[src/inc/acllpa_consts.vh]
// Constants for the layer-4 access rule match and priority action block.
`ifndef ACLLPA_CONSTS_VH
`define ACLLPA_CONSTS_VH

// Switch register addresses used for indirect access.
`define ACLLPA_REG_IND_CTRL      8'h6E
`define ACLLPA_REG_IND_ADDR      8'h6F
`define ACLLPA_REG_IND_DATA      8'hA0

// Indirect control fields.
`define ACLLPA_TSEL_MSB          7
`define ACLLPA_TSEL_LSB          5
`define ACLLPA_TSEL_RULE         3'h2
`define ACLLPA_PSEL_MSB          3
`define ACLLPA_PSEL_LSB          0
`define ACLLPA_PORT_FIRST        4'h1
`define ACLLPA_PORT_LAST         4'h5

// Rule byte offsets.
`define ACLLPA_OFS_MAX_HI        8'h00
`define ACLLPA_OFS_MAX_LO        8'h01
`define ACLLPA_OFS_MIN_HI        8'h02
`define ACLLPA_OFS_MIN_LO        8'h03
`define ACLLPA_OFS_CMP_PMSB      8'h04
`define ACLLPA_OFS_PROTO_FLAG    8'h05
`define ACLLPA_OFS_FLAG_MASK     8'h06
`define ACLLPA_OFS_FLAG_VALUE    8'h07
`define ACLLPA_OFS_RSVD_EIGHT    8'h08
`define ACLLPA_OFS_RSVD_NINE     8'h09
`define ACLLPA_OFS_PRIO_ACTION   8'h0A

// Field positions inside the rule bytes.
`define ACLLPA_PCM_MSB           2
`define ACLLPA_PCM_LSB           1
`define ACLLPA_PMSB_BIT          0
`define ACLLPA_PLO_MSB           7
`define ACLLPA_PLO_LSB           1
`define ACLLPA_FCE_BIT           0
`define ACLLPA_PMODE_MSB         7
`define ACLLPA_PMODE_LSB         6
`define ACLLPA_RPRIO_MSB         5
`define ACLLPA_RPRIO_LSB         3

// Port comparison and priority override encodings.
`define ACLLPA_PCM_OFF           2'h0
`define ACLLPA_PCM_EITHER        2'h1
`define ACLLPA_PCM_INSIDE        2'h2
`define ACLLPA_PCM_OUTSIDE       2'h3
`define ACLLPA_PRIO_KEEP         2'h0
`define ACLLPA_PRIO_IF_GREATER   2'h1
`define ACLLPA_PRIO_IF_SMALLER   2'h2
`define ACLLPA_PRIO_REPLACE      2'h3

// Reset values.
`define ACLLPA_RST_BYTE          8'h00
`define ACLLPA_RST_WORD          16'h0000

`endif

[src/rtl/acllpa_cmp.v]
// Sixteen-bit port or sequence number comparison against a stored range.
`timescale 1ns/10ps
`default_nettype none
`include "acllpa_consts.vh"

module acllpa_cmp #(
    parameter W = 16
) (
    input  wire [1:0]   mode_i,
    input  wire [W-1:0] value_i,
    input  wire [W-1:0] max_i,
    input  wire [W-1:0] min_i,
    output reg          hit_o
);

    wire in_range;
    wire on_edge;

    // The range is taken as closed, so both bounds count as inside.
    assign in_range = (value_i >= min_i) && (value_i <= max_i);
    assign on_edge  = (value_i == max_i) || (value_i == min_i);

    // A disabled comparison places no condition on the frame.
    always @* begin
        case (mode_i)
            `ACLLPA_PCM_OFF:     hit_o = 1'b1;
            `ACLLPA_PCM_EITHER:  hit_o = on_edge;
            `ACLLPA_PCM_INSIDE:  hit_o = in_range;
            `ACLLPA_PCM_OUTSIDE: hit_o = ~in_range;
            default:             hit_o = 1'b0;
        endcase
    end

endmodule // acllpa_cmp
`default_nettype wire

[src/rtl/acllpa_top.v]
// Per-port layer-4 access rule storage, matching and priority override.
`timescale 1ns/10ps
`default_nettype none
`include "acllpa_consts.vh"

// Function
// - Offset register picks the byte; data window reads and writes it.
// - Port compare mode: off, equal either bound, inside, outside range.
// - Eight-bit protocol value split between two bytes is matched.
// - Flag compare enable bit decides whether TCP flags join the match.
// - Bytes eight and nine are reserved, reset to zero, nine read-only.
// - Mode 00 keeps class priority; 01 uses rule priority when greater.
// - Mode 10 uses rule priority when smaller; 11 replaces it on any tagged frame that hits the rule.
// - Action byte holds mode in bits 7:6, priority in 5:3, zero at reset.
// - Sixteen-bit maximum and minimum values are stored and compared.
module acllpa_top #(
    parameter NPORT = 5,
    parameter PW    = 16
) (
    input  wire          clock_i,
    input  wire          resetn_i,
    // Switch register access port.
    input  wire          reg_wr_i,
    input  wire          reg_rd_i,
    input  wire [7:0]    reg_addr_i,
    input  wire [7:0]    reg_wdata_i,
    output reg  [7:0]    reg_rdata_o,
    output reg           reg_rvalid_o,
    // Parsed frame header fields.
    input  wire          frm_valid_i,
    input  wire [3:0]    frm_port_i,
    input  wire [PW-1:0] frm_l4_value_i,
    input  wire [7:0]    frm_ip_proto_i,
    input  wire [7:0]    frm_tcp_flags_i,
    input  wire          frm_tagged_i,
    input  wire [2:0]    frm_class_prio_i,
    // Rule result.
    output reg           res_valid_o,
    output reg           res_match_o,
    output reg  [2:0]    res_prio_o,
    output reg           res_prio_changed_o
);

    integer i;

    // Indirect access registers.
    reg  [7:0]    ind_ctrl_ff;
    reg  [7:0]    ind_addr_ff;

    // Rule storage, one entry per port.
    reg  [PW-1:0] max_val_ff    [0:NPORT-1];
    reg  [PW-1:0] min_val_ff    [0:NPORT-1];
    reg  [2:0]    cmp_pmsb_ff   [0:NPORT-1];
    reg  [7:0]    proto_flag_ff [0:NPORT-1];
    reg  [7:0]    flag_mask_ff  [0:NPORT-1];
    reg  [7:0]    flag_value_ff [0:NPORT-1];
    reg  [7:0]    rsvd_eight_ff [0:NPORT-1];
    reg  [4:0]    prio_act_ff   [0:NPORT-1];

    // Returns high when a four-bit port number names a real port.
    function port_ok;
        input [3:0] pnum;
        begin
            port_ok = (pnum >= `ACLLPA_PORT_FIRST) && (pnum <= `ACLLPA_PORT_LAST);
        end
    endfunction

    // Converts a one-based port number to a storage index.
    // A number outside the port range lands past the storage or on another port's entry, so callers gate on port_ok.
    function [2:0] port_idx;
        input [3:0] pnum;
        reg   [3:0] tmp;
        begin
            tmp      = pnum - `ACLLPA_PORT_FIRST;
            port_idx = tmp[2:0];
        end
    endfunction

    wire       tbl_sel;
    wire       acc_ok;
    wire [2:0] acc_idx;
    wire       win_wr;

    // The window only opens onto the rule table of a valid port.
    assign tbl_sel = ind_ctrl_ff[`ACLLPA_TSEL_MSB:`ACLLPA_TSEL_LSB] == `ACLLPA_TSEL_RULE;
    assign acc_ok  = tbl_sel && port_ok(ind_ctrl_ff[`ACLLPA_PSEL_MSB:`ACLLPA_PSEL_LSB]);
    assign acc_idx = port_idx(ind_ctrl_ff[`ACLLPA_PSEL_MSB:`ACLLPA_PSEL_LSB]);
    assign win_wr  = reg_wr_i && (reg_addr_i == `ACLLPA_REG_IND_DATA) && acc_ok;

    // Indirect control and offset registers.
    // All eight control bits are kept and read back, the unused bit 4 included.
    always @(posedge clock_i) begin
        if (!resetn_i) begin
            ind_ctrl_ff <= `ACLLPA_RST_BYTE;
            ind_addr_ff <= `ACLLPA_RST_BYTE;
        end else if (reg_wr_i) begin
            if (reg_addr_i == `ACLLPA_REG_IND_CTRL) begin
                ind_ctrl_ff <= reg_wdata_i;
            end
            if (reg_addr_i == `ACLLPA_REG_IND_ADDR) begin
                ind_addr_ff <= reg_wdata_i;
            end
        end
    end

    // Rule byte writes through the data window.
    always @(posedge clock_i) begin
        if (!resetn_i) begin
            for (i = 0; i < NPORT; i = i + 1) begin
                max_val_ff[i]    <= `ACLLPA_RST_WORD;
                min_val_ff[i]    <= `ACLLPA_RST_WORD;
                cmp_pmsb_ff[i]   <= 3'h0;
                proto_flag_ff[i] <= `ACLLPA_RST_BYTE;
                flag_mask_ff[i]  <= `ACLLPA_RST_BYTE;
                flag_value_ff[i] <= `ACLLPA_RST_BYTE;
                rsvd_eight_ff[i] <= `ACLLPA_RST_BYTE;
                prio_act_ff[i]   <= 5'h00;
            end
        end else if (win_wr) begin
            case (ind_addr_ff)
                `ACLLPA_OFS_MAX_HI: begin
                    max_val_ff[acc_idx][15:8] <= reg_wdata_i;
                end
                `ACLLPA_OFS_MAX_LO: begin
                    max_val_ff[acc_idx][7:0] <= reg_wdata_i;
                end
                `ACLLPA_OFS_MIN_HI: begin
                    min_val_ff[acc_idx][15:8] <= reg_wdata_i;
                end
                `ACLLPA_OFS_MIN_LO: begin
                    min_val_ff[acc_idx][7:0] <= reg_wdata_i;
                end
                `ACLLPA_OFS_CMP_PMSB: begin
                    cmp_pmsb_ff[acc_idx] <= reg_wdata_i[2:0];
                end
                `ACLLPA_OFS_PROTO_FLAG: begin
                    proto_flag_ff[acc_idx] <= reg_wdata_i;
                end
                `ACLLPA_OFS_FLAG_MASK: begin
                    flag_mask_ff[acc_idx] <= reg_wdata_i;
                end
                `ACLLPA_OFS_FLAG_VALUE: begin
                    flag_value_ff[acc_idx] <= reg_wdata_i;
                end
                `ACLLPA_OFS_RSVD_EIGHT: begin
                    rsvd_eight_ff[acc_idx] <= reg_wdata_i;
                end
                `ACLLPA_OFS_PRIO_ACTION: begin
                    prio_act_ff[acc_idx] <= reg_wdata_i[7:3];
                end
                default: begin
                    // Byte nine is read-only and other offsets hold nothing here.
                end
            endcase
        end
    end

    reg [7:0] win_byte;

    // Byte presented through the data window for the current offset.
    always @* begin
        win_byte = 8'h00;
        if (acc_ok) begin
            case (ind_addr_ff)
                `ACLLPA_OFS_MAX_HI:      win_byte = max_val_ff[acc_idx][15:8];
                `ACLLPA_OFS_MAX_LO:      win_byte = max_val_ff[acc_idx][7:0];
                `ACLLPA_OFS_MIN_HI:      win_byte = min_val_ff[acc_idx][15:8];
                `ACLLPA_OFS_MIN_LO:      win_byte = min_val_ff[acc_idx][7:0];
                `ACLLPA_OFS_CMP_PMSB:    win_byte = {5'h00, cmp_pmsb_ff[acc_idx]};
                `ACLLPA_OFS_PROTO_FLAG:  win_byte = proto_flag_ff[acc_idx];
                `ACLLPA_OFS_FLAG_MASK:   win_byte = flag_mask_ff[acc_idx];
                `ACLLPA_OFS_FLAG_VALUE:  win_byte = flag_value_ff[acc_idx];
                `ACLLPA_OFS_RSVD_EIGHT:  win_byte = rsvd_eight_ff[acc_idx];
                `ACLLPA_OFS_RSVD_NINE:   win_byte = 8'h00;
                `ACLLPA_OFS_PRIO_ACTION: win_byte = {prio_act_ff[acc_idx], 3'h0};
                default:                 win_byte = 8'h00;
            endcase
        end
    end

    // Register read data; unknown addresses answer zero.
    // Reading the window has no side effect, so software may poll a byte freely.
    always @(posedge clock_i) begin
        if (!resetn_i) begin
            reg_rdata_o  <= `ACLLPA_RST_BYTE;
            reg_rvalid_o <= 1'b0;
        end else begin
            reg_rvalid_o <= reg_rd_i;
            if (reg_rd_i) begin
                case (reg_addr_i)
                    `ACLLPA_REG_IND_CTRL: reg_rdata_o <= ind_ctrl_ff;
                    `ACLLPA_REG_IND_ADDR: reg_rdata_o <= ind_addr_ff;
                    `ACLLPA_REG_IND_DATA: reg_rdata_o <= win_byte;
                    default:              reg_rdata_o <= 8'h00;
                endcase
            end
        end
    end

    // Frame side: pick the entry of the ingress port.
    wire          frm_ok;
    wire [2:0]    frm_idx;
    wire [1:0]    port_compare_mode;
    wire [7:0]    rule_proto;
    wire          flag_compare_enable;
    wire [7:0]    fmask;
    wire [7:0]    fvalue;
    wire [1:0]    priority_override_mode;
    wire [2:0]    rule_prio;
    wire          range_hit;
    wire          proto_hit;
    wire          flag_hit;
    wire          rule_hit;

    // A bad port falls back to entry zero so no read runs past the storage; frm_ok still blocks the hit.
    assign frm_ok     = port_ok(frm_port_i);
    assign frm_idx    = frm_ok ? port_idx(frm_port_i) : 3'h0;
    assign port_compare_mode = cmp_pmsb_ff[frm_idx][`ACLLPA_PCM_MSB:`ACLLPA_PCM_LSB];
    assign rule_proto = {cmp_pmsb_ff[frm_idx][`ACLLPA_PMSB_BIT],
                         proto_flag_ff[frm_idx][`ACLLPA_PLO_MSB:`ACLLPA_PLO_LSB]};
    assign flag_compare_enable = proto_flag_ff[frm_idx][`ACLLPA_FCE_BIT];
    assign fmask      = flag_mask_ff[frm_idx];
    assign fvalue     = flag_value_ff[frm_idx];
    assign priority_override_mode = prio_act_ff[frm_idx][`ACLLPA_PMODE_MSB-3:`ACLLPA_PMODE_LSB-3];
    assign rule_prio  = prio_act_ff[frm_idx][`ACLLPA_RPRIO_MSB-3:`ACLLPA_RPRIO_LSB-3];

    // Range check on the selected entry.
    // One comparator serves the ingress entry; the rules of other ports stay idle.
    acllpa_cmp #(
        .W       (PW)
    ) u_cmp (
        .mode_i  (port_compare_mode),
        .value_i (frm_l4_value_i),
        .max_i   (max_val_ff[frm_idx]),
        .min_i   (min_val_ff[frm_idx]),
        .hit_o   (range_hit)
    );

    // Masking both sides keeps unmasked stored bits from blocking a hit.
    // The protocol is always compared; there is no enable for it.
    assign proto_hit = frm_ip_proto_i == rule_proto;
    assign flag_hit  = ~flag_compare_enable || ((frm_tcp_flags_i & fmask) == (fvalue & fmask));
    assign rule_hit  = frm_ok && range_hit && proto_hit && flag_hit;

    reg [2:0] nxt_prio;
    reg       nxt_changed;

    // Priority override; untagged frames and misses keep the class result.
    // Only a tagged frame carries a priority field that the rule may override.
    always @* begin
        nxt_prio    = frm_class_prio_i;
        nxt_changed = 1'b0;
        if (rule_hit && frm_tagged_i) begin
            case (priority_override_mode)
                `ACLLPA_PRIO_KEEP: begin
                    nxt_prio = frm_class_prio_i;
                end
                `ACLLPA_PRIO_IF_GREATER: begin
                    if (rule_prio > frm_class_prio_i) begin
                        nxt_prio    = rule_prio;
                        nxt_changed = 1'b1;
                    end
                end
                `ACLLPA_PRIO_IF_SMALLER: begin
                    if (rule_prio < frm_class_prio_i) begin
                        nxt_prio    = rule_prio;
                        nxt_changed = 1'b1;
                    end
                end
                `ACLLPA_PRIO_REPLACE: begin
                    nxt_prio    = rule_prio;
                    nxt_changed = 1'b1;
                end
                default: begin
                    nxt_prio = frm_class_prio_i;
                end
            endcase
        end
    end

    // Result registers, one cycle after the frame fields.
    // Match and priority hold between frames; only the valid pulse drops.
    always @(posedge clock_i) begin
        if (!resetn_i) begin
            res_valid_o        <= 1'b0;
            res_match_o        <= 1'b0;
            res_prio_o         <= 3'h0;
            res_prio_changed_o <= 1'b0;
        end else begin
            res_valid_o <= frm_valid_i;
            if (frm_valid_i) begin
                res_match_o        <= rule_hit;
                res_prio_o         <= nxt_prio;
                res_prio_changed_o <= nxt_changed;
            end
        end
    end

endmodule // acllpa_top
`default_nettype wire

[config.mk]
export PLATFORM = sky130hd
export DESIGN_NAME = acllpa_top
export DESIGN_NICKNAME = d
export VERILOG_FILES = /design/src/rtl/acllpa_cmp.v /design/src/rtl/acllpa_top.v
export VERILOG_INCLUDE_DIRS = /design/src /design/src/inc
export SDC_FILE = /design/constraint.sdc
export NUM_CORES = 1
export LEC_CHECK = 0
export BUFFER_PORTS_ARGS = -buffer_cell sky130_fd_sc_hd__buf_2
export CELL_PAD_IN_SITES_DETAIL_PLACEMENT = 0
export CELL_PAD_IN_SITES_GLOBAL_PLACEMENT = 1
export CORE_ASPECT_RATIO = 0.75
export CORE_MARGIN = 8
export CORE_UTILIZATION = 35
export CTS_BUF_LIST = sky130_fd_sc_hd__clkbuf_16
export CTS_CLUSTER_SIZE = 20
export DETAILED_ROUTE_END_ITERATION = 7
export PLACE_DENSITY = 0.67
export REMOVE_ABC_BUFFERS = 1
export SLEW_MARGIN = 5
export SYNTH_ARGS = -nofsm -noshare
export SYNTH_HDL_FRONTEND = slang
export SYNTH_SLANG_ARGS = --single-unit
[constraint.sdc]
create_clock -name clock_i -period 22 [get_ports clock_i]
set_input_delay 3.3 -clock clock_i [delete_from_list [all_inputs] [get_ports clock_i]]
set_output_delay 3.3 -clock clock_i [all_outputs]
set_load 0.005 [all_outputs]
==> flow_summary.json, run 1 <==
{
  "leakage_nw": 13.0,
  "dieHeight_um": 281,
  "diodes": 0,
  "post-route-period-util_pct": 44.0,
  "grt_first_pass_wirelength_um": 184000,
  "ordered_list_of_cells_on_the_worst_path": "buf_2 -> buf_4 -> clkinv_2 -> ha_1 -> xnor2_4 -> buf_4 -> o21ai_4 -> buf_4 -> buf_4 -> o221ai_1 -> a21oi_1 -> a31oi_1 -> ha_1 -> a21o_1 -> a21oi_1 -> nor2b_1 -> a2111oi_0 -> or3_1 -> a21boi_1 -> or4_1 -> or3_4 -> o311ai_1",
  "worstHoldPathType": "flip-flop to flip-flop",
  "synth-edff-count": 576,
  "firstDrtPassIters": 6,
  "detail-route-antenna-nets": 0,
  "p_per_area_mw_per_mm2": 73.3,
  "syn_to_final_growth_pct": 11.1,
  "worst_setup_path_end_kind": "flip-flop",
  "postCtsSetupBuffers": 0,
  "grt_max_degree": 127,
  "ys.flop_type": "edfxtp_1",
  "minimum_clock_period_after_layout_ns": 9.68,
  "wl_per_cell_um": 30.0,
  "detailedPlacementHpwl_um": 82300,
  "count_of_max_cap_constraint_violations": 0,
  "initial_core_util_pct": 35.2,
  "placeableCoreArea_mm2": 0.0931,
  "finalWirelength_um": 129000,
  "drc": 0,
  "dr_wl_met2_um": 52500,
  "clkSinkCount": 607,
  "cts_tree": "built",
  "gpl.final_weighted_congestion": 0.961,
  "io_pins": 76,
  "portBuffers": 75,
  "cts.root.buffer_cell": "clkbuf_16",
  "slowest_delay_ns": 0.81,
  "grt_overflow_total": 0,
  "ys_seq_elements": 607,
  "status": "finished, final reports clean",
  "synthesis.area_per_instance_um2": 10.8,
  "most_used_cell_along_the_critical_path": "buf_4",
  "rsz0062_at_grt": "false",
  "crit_required_ns": 22.51,
  "critPathArrivalTime_ns": 10.18,
  "slew_viol_final": 0,
  "cts_resized": 0,
  "cts_max_level": 3,
  "synth_seq_area_share_pct": 54.6,
  "wl_met1_um": 56100,
  "layout_skew_ns": 0.0351,
  "post_synth_inst_count": 3049,
  "syn_area_mm2": 0.0328,
  "final.setup.tns_ns": 0,
  "viasPerCell": 6.26,
  "critical_path.startpoint_type": "primary input",
  "timing_worst_setup_path_type": "primary input to flip-flop",
  "die_w_um": 370,
  "clk_pin_slew_worst_paths_ns": 0.06,
  "worst_ir_drop_vdd_mv": 0.0490,
  "first_global_vias": 25100,
  "critPathMaxFanout": 68,
  "final-setup-viol-count": 0,
  "dr.max_layer_used": "met5",
  "max_freq_mhz": 103,
  "critical_path.slowest_cell": "buf_4",
  "timing_worst_slew_pin_value_ns": 1.31,
  "layout-drive-gt1-share_pct": 10.7,
  "cts_buffers": 69,
  "max-slew-margin-rel_pct": 11.5,
  "num_rows": 97,
  "buffer_levels_on_the_longest_clock_path": 3,
  "fp.dieArea_mm2": 0.104,
  "ffs_w_async_s_r_synth_pct": 0,
  "finalHoldViolCount": 0,
  "grtUsageTotal_pct": 23.8,
  "met3RoutedLength_um": 16200,
  "dr.first_iter.drc_count": 4524,
  "grt_antenna_before_repair": 4,
  "synth-warning-count": 0,
  "cts_hold_buf": 0,
  "clk_latency_ns": 0.64,
  "netlist-cell-type-count": 88,
  "finish.utilization_pct": 39.2,
  "dr_total_vias": 26800,
  "layout.nets": 3096
}
==> cell usage after synthesis, types with 11 or more instances <==
master / number / share of area, %
o211ai_1: 22 / 0.50
nand3_1: 136 / 2.1
a311o_1: 17 / 0.52
ha_1: 39 / 1.5
and2_1: 325 / 6.2
mux4_2: 17 / 1.2
mux2i_1: 149 / 4.5
nor2_1: 137 / 1.6
a22oi_1: 28 / 0.64
nor3_1: 21 / 0.32
a311oi_1: 16 / 0.43
buf_1: 31 / 0.35
a21oi_1: 181 / 2.8
a31oi_1: 58 / 1.1
inv_1: 17 / 0.19
and3_1: 45 / 0.86
dfxtp_1: 31 / 1.9
clkbuf_1: 193 / 2.2
nor4_1: 11 / 0.21
edfxtp_1: 576 / 53
a211oi_1: 16 / 0.37
nand2b_1: 11 / 0.21
nand2_1: 390 / 4.5
o221ai_1: 66 / 1.8
o22ai_1: 54 / 1.0
a221oi_1: 38 / 1.0
nor2b_1: 34 / 0.65
buf_2: 33 / 0.50
mux2_2: 31 / 1.1
or3_1: 20 / 0.38
o21ai_0: 127 / 1.9
==> cells in the final DEF (no fill, tap or decap), types with 17 or more instances in the layout <==
cell type	instances
edfxtp_1	576
nand2_1	389
and2_1	325
a21oi_1	181
mux2i_1	149
nand3_1	135
nor2_1	134
o21ai_0	122
buf_2	75
clkbuf_16	71
o221ai_1	66
buf_4	64
a31oi_1	58
o22ai_1	54
and3_1	45
a221oi_1	38
ha_1	38
inv_1	34
nor2b_1	33
mux2_2	31
dfxtp_1	30
a22oi_1	28
o211ai_1	22
nor3_1	20
or3_1	20
a311o_1	17
mux4_2	17
==> critical path, delay by kind of cell <==
family	cells	cell delay [ns]
adder cells (fa/ha/maj)	2	0.72
buffers and inverters	6	2.48
XOR/XNOR	1	0.16
AND/OR/NAND/NOR	4	1.40
AO/OA/AOI/OAI	9	1.90
==> final cells by class <==
cell class	instances	area, µm²
clock inverters	56	368
multi-input cells	2158	13800
inverters	17	66.3
well taps	1237	1550
fillers	8946	56600
flip-flops and latches	607	17900
clock buffers	71	1780
repair buffers	143	936
==> state kept, by name, indices dropped and copies added, names as in the netlist, 24 cells and up <==
register       cells
flag_value_ff     64
rsvd_eight_ff     64
flag_mask_ff      64
prio_act_ff       40
min_val_ff       128
proto_flag_ff     64
max_val_ff       128
cmp_pmsb_ff       24
==> metrics by stage <==
step | cells | hold WS, ns | setup slack (ns) | cell area [µm²] | total power [mW]
global route | 4289 | 0.545 | 12.05 | 36500 | 2.74
global placement | 4162 | 0.476 | 11.95 | 34300 | 1.56
finish | 4289 | 0.493 | 12.32 | 36500 | 2.67
floorplan | 2782 | 0.472 | 6.18 | 31700 | 1.45
detailed placement | 4162 | 0.488 | 11.86 | 34300 | 1.56
CTS | 4289 | 0.501 | 12.51 | 36500 | 2.68
==> power breakdown <==
| group | total (mW) | leakage (nW) | internal, mW | switching (mW) |
|---|---|---|---|---|
| Combinational | 0.223 | 6.12 | 0.0673 | 0.156 |
| Clock | 1.13 | 1.12 | 0.633 | 0.495 |
| Sequential | 1.32 | 5.75 | 1.29 | 0.0266 |
| Total | 2.67 | 13.0 | 1.99 | 0.678 |
==> cell families (layout without fill, tap and decap cells) <==
logic type	after synthesis	count (layout)	synth area share, %
adders and majority gates	39	39	1.49
and+or+nand+nor	1168	1168	17.8
DFF	607	607	54.6
muxes	200	200	6.98
AOI/OAI and AO/OA	739	739	15.2
xor gates and xnor gates	12	12	0.366
buffers and inverters	284	287	3.54
==> per-layer routing <==
| metal | up-vias | GRT usage [%] |
|---|---|---|
| met4 | 2 | 6.96 |
| met1 | 13300 | 35.4 |
| met3 | 244 | 6.25 |
| li1 | 11400 | - |
| met2 | 1890 | 33.8 |
| met5 | - | 0 |
==> final timing paths <==
path	startpoint	to	depth (start not counted)	slack (ns)
max reg2reg	ind_ctrl_ff[0]	reg_rdata_o[1]	14	15.28
max	frm_port_i[0]	res_prio_o[0]	22	12.32
min reg2reg	reg_rdata_o[0]	reg_rdata_o[0]	2	0.49
min	reg_rdata_o[0]	reg_rdata_o[0]	2	0.49
(Power assumes the default switching activity.)
==> run 2, diff against run 1 <==
- PLACE_DENSITY: 0.67 -> 0.69
- clock period: 22 -> 8.55 ns (I/O delays scaled with it)
==> run 2 against run 1 <==
Net effect: worst hold slack worse by 0.014 ns; total power grew 150%; utilization down 0.075 points; via count down 2.1%.
==> flow_summary.json, run 2 (synthesis gave the netlist of run 1 again) <==
{
  "minimum_clock_period_after_layout_ns": 6.80,
  "rr_startpoint": "ind_ctrl_ff[0]",
  "crit-reg2reg-capture": "reg_rdata_o[2]",
  "num_rows": 97,
  "cts_tree": "built",
  "layout_skew_ns": 0.0209,
  "clk_latency_ns": 0.66,
  "finalWirelength_um": 126000,
  "cts_resized": 0,
  "rsz0062_at_grt": "false",
  "family_with_the_most_delay_on_the_worst_path": "simple AND/OR/NAND/NOR gates",
  "cells_on_worst_reg2reg_path": 11,
  "dr.first_iter.drc_count": 4437,
  "cts_buffers": 60,
  "firstDrtPassIters": 8,
  "postCtsSetupBuffers": 0,
  "die_w_um": 370,
  "post-route-period-util_pct": 79.5,
  "io_pins": 76,
  "final-setup-viol-count": 0,
  "slowest_delay_ns": 0.75,
  "post-layout-total-power_mw": 6.62,
  "count_of_max_cap_constraint_violations": 0,
  "critPathArrivalTime_ns": 7.35,
  "viasPerCell": 6.11,
  "clkSinkCount": 607,
  "wl_per_cell_um": 29.3,
  "clk_pin_slew_worst_paths_ns": 0.06,
  "detail-route-antenna-nets": 0,
  "cts_hold_buf": 0,
  "dr_total_vias": 26300,
  "holdPathStages": 2,
  "grtUsageTotal_pct": 23.4,
  "cts_max_level": 2,
  "p_per_area_mw_per_mm2": 182,
  "finalNonFillerCells": 4297,
  "layout.nets": 3111,
  "regArea_mm2": 0.0179,
  "most_used_cell_along_the_critical_path": "ha_1",
  "worst_setup_path_end_kind": "flip-flop",
  "critPathBufInv": 2,
  "status": "finished, final reports clean",
  "timing_worst_setup_path_type": "primary input to flip-flop",
  "timing_worst_slew_pin_value_ns": 1.24,
  "critPathMaxFanout": 21,
  "largestRegisters": "max_val_ff x128, min_val_ff x128",
  "final_common_cell": "edfxtp_1",
  "placeableCoreArea_mm2": 0.0931,
  "cts.root.buffer_cell": "clkbuf_16",
  "leakage_nw": 12.9,
  "grt_first_pass_wirelength_um": 180000,
  "max_freq_mhz": 147,
  "dieHeight_um": 281,
  "rrSetupSlack_ns": 3.28,
  "hold_path_startpoint": "reg_rdata_o[1]",
  "layout-drive-gt1-share_pct": 11.0,
  "first_global_vias": 24400,
  "grt_antenna_before_repair": 5,
  "crit_required_ns": 9.10,
  "portBuffers": 75,
  "detailedPlacementHpwl_um": 81900,
  "nFillCells": 9028,
  "max-slew-margin-rel_pct": 14.9,
  "multi_input_area_mm2": 0.0138,
  "whs_endpoint": "reg_rdata_o[1]",
  "worstHoldPathType": "flip-flop to flip-flop",
  "mostFrequentLayoutCells": "edfxtp_1 (576), nand2_1 (390), and2_1 (325)",
  "grt_overflow_total": 0,
  "initial_core_util_pct": 35.2,
  "finalHoldViolCount": 0,
  "drc": 0,
  "syn_to_final_growth_pct": 10.9,
  "ordered_list_of_cells_on_the_worst_path": "buf_2 -> ha_1 -> nand2b_1 -> nor2_4 -> buf_4 -> o221ai_1 -> a21oi_1 -> a31oi_1 -> ha_1 -> nand3_1 -> o211ai_1 -> a221o_1 -> a2111oi_0 -> or3_1 -> a21boi_1 -> or4_1 -> or3_4 -> o311ai_1",
  "buffer_levels_on_the_longest_clock_path": 3,
  "critical_path.slowest_cell": "or4_1",
  "gpl.final_weighted_congestion": 0.915,
  "grt_max_degree": 117,
  "dpl.cell_count": 4186,
  "worst_ir_drop_vdd_mv": 0.164,
  "diodes": 0,
  "slew_viol_final": 0,
  "critical_path.startpoint_type": "primary input",
  "fp.dieArea_mm2": 0.104
}
==> run 2: changes by cell type in the layout (fill, tap and decap cells not counted), moves of 2 or more <==
cell,previous run,this run
buf_4,64,88
inv_1,34,23
clkbuf_16,71,63
clkinv_1,13,19
inv_6,5,0
inv_4,0,4
clkinv_2,12,9
clkinv_4,0,3
clkinvlp_4,4,2
==> run 2: worst max path at each step <==
stage          slack, ns          endpoint           start  cells after the start
3_5_place_dp        1.18     res_prio_o[1]   frm_port_i[0]                     18
4_1_cts             1.84     res_prio_o[1]   frm_port_i[0]                     18
2_1_floorplan      -7.27  min_val_ff[3][0]  ind_ctrl_ff[0]                      5
5_1_grt             1.53     res_prio_o[0]   frm_port_i[0]                     18
6_report            1.75     res_prio_o[1]   frm_port_i[0]                     18
3_3_place_gp        1.29     res_prio_o[1]   frm_port_i[0]                     18
==> run 2: worst min-delay path, delay by kind of cell (launching register included) <==
family	cells	cell delay [ns]
flops	1	0.30
compound gates	1	0.07
simple gates	1	0.06
==> run 2: metal layers <==
| layer | track usage [%] | wire length, µm | up-vias |
|---|---|---|---|
| met5 | 0 | 13 | - |
| met4 | 6.30 | 3770 | 2 |
| li1 | - | - | 11400 |
| met3 | 6.99 | 16100 | 232 |
| met1 | 34.2 | 54300 | 13000 |
| met2 | 33.3 | 51500 | 1666 |
==> run 2: stage by stage <==
| step | hold slack, ns | setup TNS (ns) | setup WS (ns) | util, % | area (µm²) |
|---|---|---|---|---|---|
| 4_1_cts | 0.489 | 0 | 1.84 | 39.1 | 36400 |
| 2_1_floorplan | 0.472 | -6110.78 | -7.27 | - | 31700 |
| 5_1_grt | 0.517 | 0 | 1.53 | 39.1 | 36400 |
| 6_report | 0.479 | 0 | 1.75 | 39.1 | 36400 |
| 3_3_place_gp | 0.465 | 0 | 1.29 | 37.0 | 34500 |
| 3_5_place_dp | 0.478 | 0 | 1.18 | 37.0 | 34500 |
==> run 2: cell type report <==
class	instances	share of cell area, %
well taps	1237	4.25
inverters	17	0.189
clock inverters	48	0.891
flip-flops and latches	607	49.3
clock buffers	63	4.33
repair buffers	167	3.07
multi-input cells	2158	38.0
==> run 2: where the power goes <==
group	switching, mW	internal (mW)
Sequential	0.0633	3.32
Combinational	0.399	0.177
Clock	1.21	1.44
